File: config.mk
export PLATFORM = sky130hd
export DESIGN_NAME = lsi_status_irq
export DESIGN_NICKNAME = d
export VERILOG_FILES = /design/src/inc/lsi_pkg.sv /design/src/verilog/lsi_status_irq.sv
export SDC_FILE = /design/constraint.sdc
export NUM_CORES = 1
export LEC_CHECK = 0
export ABC_AREA = 0
export BUFFER_PORTS_ARGS = -buffer_cell sky130_fd_sc_hd__buf_4
export CAP_MARGIN = 20
export CORE_ASPECT_RATIO = 0.9
export CORE_MARGIN = 2
export CORE_UTILIZATION = 50
export DETAILED_ROUTE_END_ITERATION = 8
export PLACE_DENSITY = 0.94
export SKIP_CTS_REPAIR_TIMING = 1
export SLEW_MARGIN = 25
export SYNTH_ARGS = -nofsm -noshare
export SYNTH_HDL_FRONTEND = slang
export SYNTH_SLANG_ARGS = --single-unit
File: constraint.sdc
create_clock -name clk_in -period 3.44 [get_ports clk_in]
set_input_delay 0.516 -clock clk_in [delete_from_list [all_inputs] [get_ports clk_in]]
set_output_delay 0.516 -clock clk_in [all_outputs]
set_load 0.02 [all_outputs]
File: src/inc/lsi_pkg.sv
// Package for the link status and interrupt register bank.
// Assumes a 32-bit APB slave on a single 10 MHz clock.
package lsi_pkg;
	// ---------------------------------------------
	// Register byte addresses
	// ---------------------------------------------
	localparam logic [7:0] LSI_ADDR_ACK_PTR = 8'h00;
	localparam logic [7:0] LSI_ADDR_EVT_SEQ = 8'h04;
	localparam logic [7:0] LSI_ADDR_LINK_LINE = 8'h08;
	localparam logic [7:0] LSI_ADDR_IRQ_ENABLE = 8'h0c;
	localparam logic [7:0] LSI_ADDR_IRQ_CLEAR = 8'h10;
	// ---------------------------------------------
	// Field positions
	// ---------------------------------------------
	localparam int LSI_ACK_LO = 5;
	localparam int LSI_PNR_BIT = 4;
	localparam int LSI_NTX_LO = 1;
	localparam int LSI_LNR_BIT = 0;
	localparam int LSI_PKT_BIT = 7;
	localparam int LSI_ACKED_BIT = 6;
	localparam int LSI_ERR_BIT = 5;
	localparam int LSI_SEQ_LO = 1;
	localparam int LSI_TMO_BIT = 7;
	localparam int LSI_SREQ_BIT = 6;
	localparam int LSI_IDLE_BIT = 5;
	localparam int LSI_LINK_BIT = 0;
	localparam int LSI_EVT_LO = 5;
	// ---------------------------------------------
	// Widths and values
	// ---------------------------------------------
	localparam int LSI_SEQ_W = 3;
	localparam int LSI_EVT_W = 3;
	localparam logic [2:0] LSI_EVT_ALL = 3'h7;
	localparam logic [2:0] LSI_SEQ_ONE = 3'h1;
	localparam int LSI_IDLE_ONES = 15;
	localparam logic [4:0] LSI_IDLE_CNT_ZERO = 5'h00;
	localparam logic [4:0] LSI_IDLE_CNT_ONE = 5'h01;
	localparam logic [31:0] LSI_ZERO_WORD = 32'h0000_0000;
endpackage : lsi_pkg

File: src/verilog/lsi_status_irq.sv
// Status bytes, event flags and interrupt request of the link controller,
// with a small APB register port for the host.
// Assumes frame logic delivers one-cycle event pulses and sequence values
// on clk_in, and the receive line arrives asynchronously on a pin.
// Assumes the host reads the event byte to acknowledge each interrupt.
//
// Added by the designer: the register offsets and the APB slave port.
`timescale 1ns/1ps

// Behaviour
// - Peer-not-ready set by RNR frame, cleared by RR, REJ, SABM or UA.
// - Top three bits of first status byte show next block awaiting ack.
// - Error/event flag set on unrecoverable error or significant link event.
// - Interrupt request low while any enabled event flag is set.
// - Reading second status byte clears all event flags, interrupt returns high.
// - Link-state bit reads 0 when link established, 1 when disconnected.
// - Send-request bit set while transmitter attempts to send data or flags.
// - Timer-expired bit set on timeout, timer stopped, cleared on restart.
module lsi_status_irq
	import lsi_pkg::*;
#(
	parameter int IDLE_ONES = LSI_IDLE_ONES
) (
	// Clock, reset, enable
	input wire logic clk_in,
	input wire logic rst_in,
	input wire logic clk_en_in,
	// APB slave
	input wire logic psel_in,
	input wire logic penable_in,
	input wire logic pwrite_in,
	input wire logic [7:0] paddr_in,
	input wire logic [31:0] pwdata_in,
	output logic [31:0] prdata_out,
	output logic pready_out,
	output logic pslverr_out,
	// Frame events (one-cycle pulses) and status levels from link logic
	input wire logic rnr_rx_in,
	input wire logic ready_frame_rx_in,
	input wire logic local_not_ready_in,
	input wire logic [2:0] ack_pointer_in,
	input wire logic [2:0] next_tx_block_in,
	input wire logic good_packet_in,
	input wire logic blocks_acked_in,
	input wire logic error_event_in,
	input wire logic link_up_in,
	input wire logic tx_attempt_in,
	input wire logic timer_timeout_in,
	input wire logic timer_restart_in,
	// Receive line pin
	input wire logic rx_line_in,
	// Status to link logic and host
	output logic [2:0] expected_seq_number_out,
	output logic retry_timer_run_out,
	output logic interrupt_request_n_out
);
	// ---------------------------------------------
	// State
	// ---------------------------------------------
	// Every register below holds still while clk_en_in is low, the bus port
	// included, so a frozen block keeps its stored flags, drops event pulses arriving meanwhile
	// and answers no transfer; the host must not expect progress meanwhile.
	// Status state
	logic peer_not_ready_flag;
	logic [2:0] event_flags;
	logic [2:0] expected_seq_number;
	logic retry_timer_expired;
	logic internal_send_request;
	logic link_down;
	logic receiver_idle_flag;
	logic [2:0] irq_enable;
	logic [2:0] rx_sync;
	logic [4:0] ones_count;
	logic [2:0] ack_pointer;
	logic [2:0] next_tx_block;
	logic local_not_ready_sent;

	// Bus decode and byte assembly
	logic rd_access;
	logic wr_access;
	logic evt_read;
	logic addr_ok;
	logic [2:0] evt_set;
	logic [2:0] evt_clr;
	logic [7:0] byte_ack;
	logic [7:0] byte_evt;
	logic [7:0] byte_link;
	logic [31:0] next_prdata;
	logic enable_write;
	logic clear_write;
	logic rx_agree;
	logic rx_level;

	// Access strobes, taken in the setup cycle so the answer is one cycle;
	// a low clock enable refuses the access along with everything else
	assign rd_access = psel_in & ~penable_in & ~pwrite_in & clk_en_in;
	assign wr_access = psel_in & ~penable_in & pwrite_in & clk_en_in;
	assign evt_read = rd_access & (paddr_in == LSI_ADDR_EVT_SEQ);
	// Control register writes, decoded once for the enable and clear paths
	assign enable_write = wr_access & (paddr_in == LSI_ADDR_IRQ_ENABLE);
	assign clear_write = wr_access & (paddr_in == LSI_ADDR_IRQ_CLEAR);

	// Event set vector in register bit order
	assign evt_set = {good_packet_in, blocks_acked_in, error_event_in};
	// software clear by read; the clear register drops single bits
	assign evt_clr = (evt_read ? LSI_EVT_ALL : 3'h0)
		| (clear_write ? pwdata_in[2:0] : 3'h0);

	// ---------------------------------------------
	// Peer busy and pointers
	// ---------------------------------------------
	// peer busy latch
	// A busy frame and a ready frame in one cycle leave the peer busy
	always_ff @(posedge clk_in) begin
		if (rst_in) begin
			peer_not_ready_flag <= 1'b0;
		end else if (clk_en_in) begin
			if (rnr_rx_in) begin
				peer_not_ready_flag <= 1'b1;
			end else if (ready_frame_rx_in) begin
				peer_not_ready_flag <= 1'b0;
			end
		end
	end

	// pointer capture
	// Sampled every cycle; status byte 0 lags the link logic by one cycle
	always_ff @(posedge clk_in) begin
		if (rst_in) begin
			ack_pointer <= 3'h0;
			next_tx_block <= 3'h0;
		end else if (clk_en_in) begin
			ack_pointer <= ack_pointer_in;
			next_tx_block <= next_tx_block_in;
		end
	end

	// Local busy indication, copied for the host
	always_ff @(posedge clk_in) begin
		if (rst_in) begin
			local_not_ready_sent <= 1'b0;
		end else if (clk_en_in) begin
			local_not_ready_sent <= local_not_ready_in;
		end
	end

	// ---------------------------------------------
	// Event flags
	// ---------------------------------------------
	// sticky flags, one flop per event bit; a set in the clear cycle wins
	// so an event landing on the read edge is kept for the next read
	for (genvar i = 0; i < LSI_EVT_W; i++) begin : g_evt_flag
		always_ff @(posedge clk_in) begin
			if (rst_in) begin
				event_flags[i] <= 1'b0;
			end else if (clk_en_in) begin
				if (evt_set[i]) begin
					event_flags[i] <= 1'b1;
				end else if (evt_clr[i]) begin
					event_flags[i] <= 1'b0;
				end
			end
		end
	end

	// expected number advances per good packet
	// Wraps modulo eight like the frame sequence counters
	always_ff @(posedge clk_in) begin
		if (rst_in) begin
			expected_seq_number <= 3'h0;
		end else if (clk_en_in && good_packet_in) begin
			expected_seq_number <= expected_seq_number + LSI_SEQ_ONE;
		end
	end

	// Interrupt enables, all on after reset for plain flag behaviour;
	// masked events still set their flags, only the request pin is gated
	always_ff @(posedge clk_in) begin
		if (rst_in) begin
			irq_enable <= LSI_EVT_ALL;
		end else if (enable_write) begin
			irq_enable <= pwdata_in[2:0];
		end
	end

	// active-low request from registered flags
	// Built from the next flag value so the pin moves with the flags
	always_ff @(posedge clk_in) begin
		if (rst_in) begin
			interrupt_request_n_out <= 1'b1;
		end else if (clk_en_in) begin
			interrupt_request_n_out <= ~|(((event_flags & ~evt_clr) | evt_set) & irq_enable);
		end
	end

	// ---------------------------------------------
	// Link and line state
	// ---------------------------------------------
	// link-state bit is inverted sense: set while the link is down
	always_ff @(posedge clk_in) begin
		if (rst_in) begin
			link_down <= 1'b1;
		end else if (clk_en_in) begin
			link_down <= ~link_up_in;
		end
	end

	// send request follows transmitter attempts, successful or not
	always_ff @(posedge clk_in) begin
		if (rst_in) begin
			internal_send_request <= 1'b0;
		end else if (clk_en_in) begin
			internal_send_request <= tx_attempt_in;
		end
	end

	// timeout stops timer until restart
	// Restart beats a timeout in the same cycle; the run output feeds the timer
	always_ff @(posedge clk_in) begin
		if (rst_in) begin
			retry_timer_expired <= 1'b0;
			retry_timer_run_out <= 1'b0;
		end else if (clk_en_in) begin
			if (timer_restart_in) begin
				retry_timer_expired <= 1'b0;
				retry_timer_run_out <= 1'b1;
			end else if (timer_timeout_in) begin
				retry_timer_expired <= 1'b1;
				retry_timer_run_out <= 1'b0;
			end
		end
	end

	// Three-stage synchroniser for the receive pin
	// The first stage may go metastable; only the later stages are trusted
	always_ff @(posedge clk_in) begin
		if (rst_in) begin
			rx_sync <= 3'h0;
		end else if (clk_en_in) begin
			rx_sync <= {rx_sync[1:0], rx_line_in};
		end
	end

	// Settled receive level: a change counts once stages two and three agree
	assign rx_agree = (rx_sync[1] == rx_sync[2]);
	assign rx_level = rx_sync[2];

	// idle after run of ones; counts clock samples, not bit times
	// Limitation: one clock sample stands for one line bit here, so a faster
	// clock than the line needs a larger IDLE_ONES to keep the same meaning
	always_ff @(posedge clk_in) begin
		if (rst_in) begin
			ones_count <= LSI_IDLE_CNT_ZERO;
			receiver_idle_flag <= 1'b0;
		end else if (clk_en_in && rx_agree) begin
			if (!rx_level) begin
				ones_count <= LSI_IDLE_CNT_ZERO;
				receiver_idle_flag <= 1'b0;
			end else if (ones_count < 5'(IDLE_ONES)) begin
				ones_count <= ones_count + LSI_IDLE_CNT_ONE;
			end else begin
				receiver_idle_flag <= 1'b1;
			end
		end
	end

	// ---------------------------------------------
	// Read mux
	// ---------------------------------------------
	// Map: 0x00 pointers and peer busy, 0x04 events and expected number
	// (a read clears the events), 0x08 timer, send request, idle and link,
	// 0x0c interrupt enables, 0x10 write-one-to-clear for the events.
	// Writes to the status bytes are ignored without an error; unmapped
	// addresses answer with an error and zero data.

	// Pointer byte from named field positions
	always_comb begin
		byte_ack = 8'h00;
		byte_ack[LSI_ACK_LO +: LSI_SEQ_W] = ack_pointer;
		byte_ack[LSI_PNR_BIT] = peer_not_ready_flag;
		byte_ack[LSI_NTX_LO +: LSI_SEQ_W] = next_tx_block;
		byte_ack[LSI_LNR_BIT] = local_not_ready_sent;
	end

	// Event byte; the unused bits read 0
	always_comb begin
		byte_evt = 8'h00;
		byte_evt[LSI_EVT_LO +: LSI_EVT_W] = event_flags;
		byte_evt[LSI_SEQ_LO +: LSI_SEQ_W] = expected_seq_number;
	end

	// Timer, send request, idle and link bits; the middle bits read 0
	always_comb begin
		byte_link = 8'h00;
		byte_link[LSI_TMO_BIT] = retry_timer_expired;
		byte_link[LSI_SREQ_BIT] = internal_send_request;
		byte_link[LSI_IDLE_BIT] = receiver_idle_flag;
		byte_link[LSI_LINK_BIT] = link_down;
	end

	// Every mapped word, used for the error response
	assign addr_ok = (paddr_in == LSI_ADDR_ACK_PTR) || (paddr_in == LSI_ADDR_EVT_SEQ)
		|| (paddr_in == LSI_ADDR_LINK_LINE) || (paddr_in == LSI_ADDR_IRQ_ENABLE)
		|| (paddr_in == LSI_ADDR_IRQ_CLEAR);

	// Combinational read data selection
	always_comb begin
		next_prdata = LSI_ZERO_WORD;
		unique case (paddr_in)
			LSI_ADDR_ACK_PTR: next_prdata = {24'h0, byte_ack};
			LSI_ADDR_EVT_SEQ: next_prdata = {24'h0, byte_evt};
			LSI_ADDR_LINK_LINE: next_prdata = {24'h0, byte_link};
			LSI_ADDR_IRQ_ENABLE: next_prdata = {29'h0, irq_enable};
			default: next_prdata = LSI_ZERO_WORD;
		endcase
	end

	// APB answer: one wait-free access cycle after setup
	// A fixed one-cycle answer keeps the host simple; no wait states exist
	always_ff @(posedge clk_in) begin
		if (rst_in) begin
			pready_out <= 1'b0;
			pslverr_out <= 1'b0;
		end else if (clk_en_in) begin
			pready_out <= psel_in & ~penable_in;
			pslverr_out <= psel_in & ~penable_in & ~addr_ok;
		end
	end

	// Read data captured at the setup edge and held until the next read
	always_ff @(posedge clk_in) begin
		if (rst_in) begin
			prdata_out <= LSI_ZERO_WORD;
		end else if (rd_access) begin
			prdata_out <= next_prdata;
		end
	end

	// Sequence number to the receive side
	// Lookahead copy so the receive side sees the new number at once
	always_ff @(posedge clk_in) begin
		if (rst_in) begin
			expected_seq_number_out <= 3'h0;
		end else if (clk_en_in) begin
			expected_seq_number_out <= good_packet_in ? expected_seq_number + LSI_SEQ_ONE
				: expected_seq_number;
		end
	end
endmodule : lsi_status_irq
Yosys cells after proc, flatten, opt, wreduce, memory -nomap -nowiden

Cells that the tools add are included.

Output and inout bits: 39
Input bits: 63
Word-level logic and storage cells: 90
Register bits after elaboration: 68

Magnitude comparators: 1
Reduce and logical (&&, ||, !) cells: 21
Multiplexer cells: 20
Add/sub/neg operators: 2
Equal/unequal tests: 7
Bitwise logic cells: 18

Operator list:

| kind                                                        | number |
|---|---|
| one-hot mux 8 bit (4 select lines)                          | 1 |
| == test 8 x 4 -> 1 bit (second input constant)              | 2 |
| two-way mux 1 bit                                           | 14 |
| AND reduction 2 bit                                         | 7 |
| two-way mux 5 bit                                           | 2 |
| nonzero test 2 bit                                          | 5 |
| AND 1 bit                                                   | 9 |
| two-way mux 3 bit                                           | 3 |
| == test 8 x 3 -> 1 bit (second input constant)              | 1 |
| == test 8 x 5 -> 1 bit (second input constant)              | 1 |
| zero test 8 bit                                             | 1 |
| AND 3 bit                                                   | 2 |
| OR 3 bit                                                    | 2 |
| adder 5 x 1 -> 5 bit (second input constant)                | 1 |
| less-than comparator 5 x 4 -> 1 bit (second input constant) | 1 |
| logical OR 1 bit                                            | 4 |
| NOT 1 bit                                                   | 4 |
| adder 3 x 1 -> 3 bit (second input constant)                | 1 |
| NOT 3 bit                                                   | 1 |
| OR reduction 3 bit                                          | 1 |
| logical AND 1 bit                                           | 2 |
| inequality test 2 x 1 -> 1 bit (second input constant)      | 1 |
| inequality test 2 bit (second input constant)               | 1 |
| == test 1 bit                                               | 1 |
| zero test 1 bit                                             | 1 |

Logic depth before layout (Yosys ltp)

Depth after elaboration: 13
Gate-level depth with buffers: 5
Mapped depth without buffers: 4

Least setup slack after synthesis

OpenSTA, ideal clock, no wires.

Path type: in2reg
From: input port paddr_in[1]
To: register interrupt_request_n_out
Data required time: 3.356 ns
Setup slack: 1.857 ns
Data arrival time: 1.498 ns
Buffers on the path: 0
Library setup time: 0.084 ns
Stages: 4
Path through: nor4_4 -> nand4_1 -> a32o_2 -> o31ai_2

Longest elaborated chain between the ends: 10
Elaborated cells between the ends (all ways): 13
Classes of those cells: eq/ne (2); mux (2); bitwise (7); reduce/logical (2)

Ends and longest elaborated chain:

| what                                                             | RTL line                                     | source |
|---|---|---|
| start: declaration                                               | lsi_status_irq.sv:32                         | `input wire logic [7:0] paddr_in,` |
| == test 8 x 3 -> 1 bit or == test 8 x 5 -> 1 bit (tied branches) | lsi_status_irq.sv:98, lsi_status_irq.sv:101  |  |
| AND 1 bit (on tied branches)                                     | lsi_status_irq.sv:98, lsi_status_irq.sv:101  |  |
| two-way mux 3 bit (on tied branches)                             | lsi_status_irq.sv:106, lsi_status_irq.sv:107 |  |
| OR 3 bit *                                                       | lsi_status_irq.sv:107                        | `\| (clear_write ? pwdata_in[2:0] : 3'h0);` |
| NOT 3 bit *                                                      | lsi_status_irq.sv:192                        | `interrupt_request_n_out <= ~\|(((event_flags & ~evt_clr) \| evt_set) & irq_enable);` |
| AND 3 bit *                                                      | lsi_status_irq.sv:192                        |  |
| OR 3 bit *                                                       | lsi_status_irq.sv:192                        |  |
| AND 3 bit *                                                      | lsi_status_irq.sv:192                        |  |
| OR reduction 3 bit *                                             | lsi_status_irq.sv:192                        |  |
| zero test 1 bit *                                                | lsi_status_irq.sv:192                        |  |
| end signal: assignment                                           | lsi_status_irq.sv:192                        |  |
| end: declaration                                                 | lsi_status_irq.sv:55                         | `output logic interrupt_request_n_out` |

Every way passes the cells marked *; elsewhere a longest branch is shown, timed or not.
A chain may end at the register's enable or synchronous reset.

Worst setup path after layout

From: input port clk_en_in
To: register irq_enable[1]

Longest elaborated chain between the ends: 2

Ends and longest elaborated chain:

| what                   | RTL line              | source |
|---|---|---|
| start: declaration     | lsi_status_irq.sv:27  | `input wire logic clk_en_in,` |
| AND 1 bit              | lsi_status_irq.sv:97  | `assign wr_access = psel_in & ~penable_in & pwrite_in & clk_en_in;` |
| AND 1 bit              | lsi_status_irq.sv:100 | `assign enable_write = wr_access & (paddr_in == LSI_ADDR_IRQ_ENABLE);` |
| end signal: assignment | lsi_status_irq.sv:182 | `irq_enable <= pwdata_in[2:0];` |
| end: declaration       | lsi_status_irq.sv:71  | `logic [2:0] irq_enable;` |

Every way passes these cells.

==> impl_metrics.json <==
{
  "r2r_slack_ns": 1.96,
  "cts_root_buf": "clkbuf_8",
  "synth.area.top_cells": "dfxtp_1, mux2i_1, buf_4",
  "yosysWarnings": 0,
  "grt.total_usage_pct": 19.9,
  "hold_class": "in2reg",
  "worstSetupPathType": "in2reg",
  "netlist_area_mm2": 0.00223,
  "drive_gt1_share_pct": 23.6,
  "cpPeakStageDelay_ns": 0.39,
  "ys_types": 49,
  "wirelength_um": 4680,
  "start_util_pct": 51.1,
  "final_util_pct": 60.5,
  "arrival_ns": 1.93,
  "synth_seq_area_share_pct": 39.4,
  "path_clk_slew_ns": 0.08,
  "worst-path-buf-inv": 1,
  "row_count": 23,
  "first_pass_iters": 4,
  "grt_first_pass_wirelength_um": 7650,
  "yosys_register_bits": 44,
  "synth_common_cells": "dfxtp_1, nor2_1, buf_4",
  "ioPinCount": 102,
  "gp_congestion": 0.795,
  "die_area_mm2": 0.00502,
  "p_per_area_mw_per_mm2": 424,
  "ant_nets": 0,
  "clock_sinks": 44,
  "dr.first_iter.drc_count": 154,
  "wire_per_inst_um": 13.4,
  "fmax_mhz": 573,
  "synth_edf_count": 0,
  "end_kind": "flop",
  "tightest_slew_ns": 0.528,
  "drv.max_cap_violation_count": 0,
  "fin_crit_ns": 1.75,
  "rsz0062_at_grt": "false",
  "slew-limit-headroom_pct": 64.5,
  "synth_ff_type": "dfxtp_1",
  "gr-total-overflow": 0,
  "hold_viol_final": 0,
  "setup_tns_ns": 0,
  "critPathRequiredTime_ns": 3.63,
  "yosysMostFrequentCell": "dfxtp_1",
  "drc": 0,
  "yosys.area.top_type": "dfxtp_1",
  "clk_path_buf_depth": 2,
  "ir_drop_uv": 266,
  "status": "finished clean",
  "fill_cells": 390,
  "die_x_um": 74.5,
  "path_max_fanout": 41,
  "antenna_found_initial": 0,
  "synth_top_area_share_pct": 39.4,
  "insertion_delay_ns": 0.29,
  "synth_cells": 245,
  "critPathTopFamily": "simple AND/OR/NAND/NOR gates",
  "dieHeight_um": 67.4,
  "layout.nets": 352,
  "routed_via_density": 5.33,
  "syn_to_final_growth_pct": 18.4,
  "grt_pass1_vias": 1708,
  "htreeDepth": 2,
  "avgSynthCellArea_um2": 9.12,
  "skew_ns": 0.00579,
  "grt_max_degree": 42,
  "core_area_mm2": 0.00437,
  "antenna_cells": 0,
  "async_flop_share_pct": 0,
  "drv_slew": 0,
  "cts_buffers": 5,
  "dp_hpwl_um": 3480,
  "fin_crit_sh_pct": 50.8,
  "cts_tree": "yes",
  "via_count": 1864,
  "start_kind": "input pin",
  "io_buffers": 48,
  "path_cells": "buf_4, and4b_1, nand4_1, a211o_1",
  "power_leakage_nw": 1.18,
  "hp-start": "timer_restart_in",
  "setup-violations-final": 0,
  "critPathLaunch": "clk_en_in",
  "timing.rr.start": "ones_count[2]",
  "critPathSlowestCell": "buf_4"
}
==> layout by cell type, fill, tap and decap left out, types with 3 or more instances in the layout <==
| master | n |
|---|---|
| buf_4 | 48 |
| dfxtp_1 | 44 |
| nor2_1 | 33 |
| conb_1 | 24 |
| mux2i_1 | 20 |
| nand2_1 | 13 |
| a21oi_1 | 8 |
| nand4_1 | 8 |
| a22oi_1 | 7 |
| clkbuf_8 | 7 |
| inv_1 | 6 |
| nand3_1 | 5 |
| a211oi_1 | 4 |
| o21ai_0 | 4 |
| and3_1 | 4 |
| o21ai_1 | 4 |
| and2_1 | 3 |
| xor2_1 | 3 |
| a22o_1 | 3 |
| a211o_1 | 3 |
| nand2b_1 | 3 |
==> registers in the layout, indices dropped and copies added (netlist names), 3 cells and up <==
name / cells
ack_pointer: 3
byte_evt: 3
expected_seq_number: 3
expected_seq_number_out: 3
irq_enable: 3
next_tx_block: 3
ones_count: 5
prdata_out: 8
rx_sync: 3
==> cell families (layout without fill, tap and decap cells) <==
group	count (synthesis)	after routing	synth area share, %
AO/OA/AOI/OAI	49	49	15.9
XOR/XNOR	4	4	1.57
adder cells (fa/ha/maj)	2	2	1.12
buffers and inverters	42	62	11.8
flip-flops	44	44	39.4
multiplexers	20	20	8.96
other	1	24	0.168
AND/OR/NAND/NOR	83	83	21.1
==> final timing paths <==
kind,cells after the start,to
hold / removal,2,retry_timer_expired
setup / recovery,4,irq_enable[1]
hold reg to reg,2,prdata_out[3]
setup reg to reg,4,ones_count[1]
==> power by group <==
part | leakage (nW) | switching, mW | internal [mW] | total [mW]
logic | 0.752 | 0.0927 | 0.0633 | 0.156
clock network | 0.0645 | 0.169 | 0.256 | 0.426
registers | 0.359 | 0.0123 | 0.527 | 0.539
total | 1.18 | 0.274 | 0.846 | 1.12
==> metal layers <==
metal	part of all wire (%)	track usage (%)	up-vias
met5	0	0	-
met4	1.1	6.47	0
met3	6.5	3.73	5
met1	45	25.8	878
li1	-	-	912
met2	47	33.4	69
==> area by class of cell <==
class                           count  area, um2  area share, %
Clock buffer                        7       96.3           3.64
Tap cell                           62       77.6           2.93
Clock inverter                      1       30.0           1.14
Timing Repair Buffer               48        360           13.6
Multi-Input combinational cell    182       1180           44.5
Sequential cell                    44        881           33.3
Inverter                            6       22.5          0.851
==> metrics by stage <==
step | setup slack [ns] | hold WS, ns | power, mW | area, um2 | instances
after floorplan | 1.86 | 0.429 | 0.669 | 2320 | 268
after global placement | 1.41 | 0.446 | 0.701 | 2520 | 342
after detailed placement | 1.41 | 0.461 | 0.706 | 2520 | 342
after CTS | 1.72 | 0.404 | 1.13 | 2650 | 350
after global routing | 1.59 | 0.407 | 1.17 | 2650 | 350
final | 1.69 | 0.410 | 1.12 | 2650 | 350
Power figures use the tool's default switching activity.
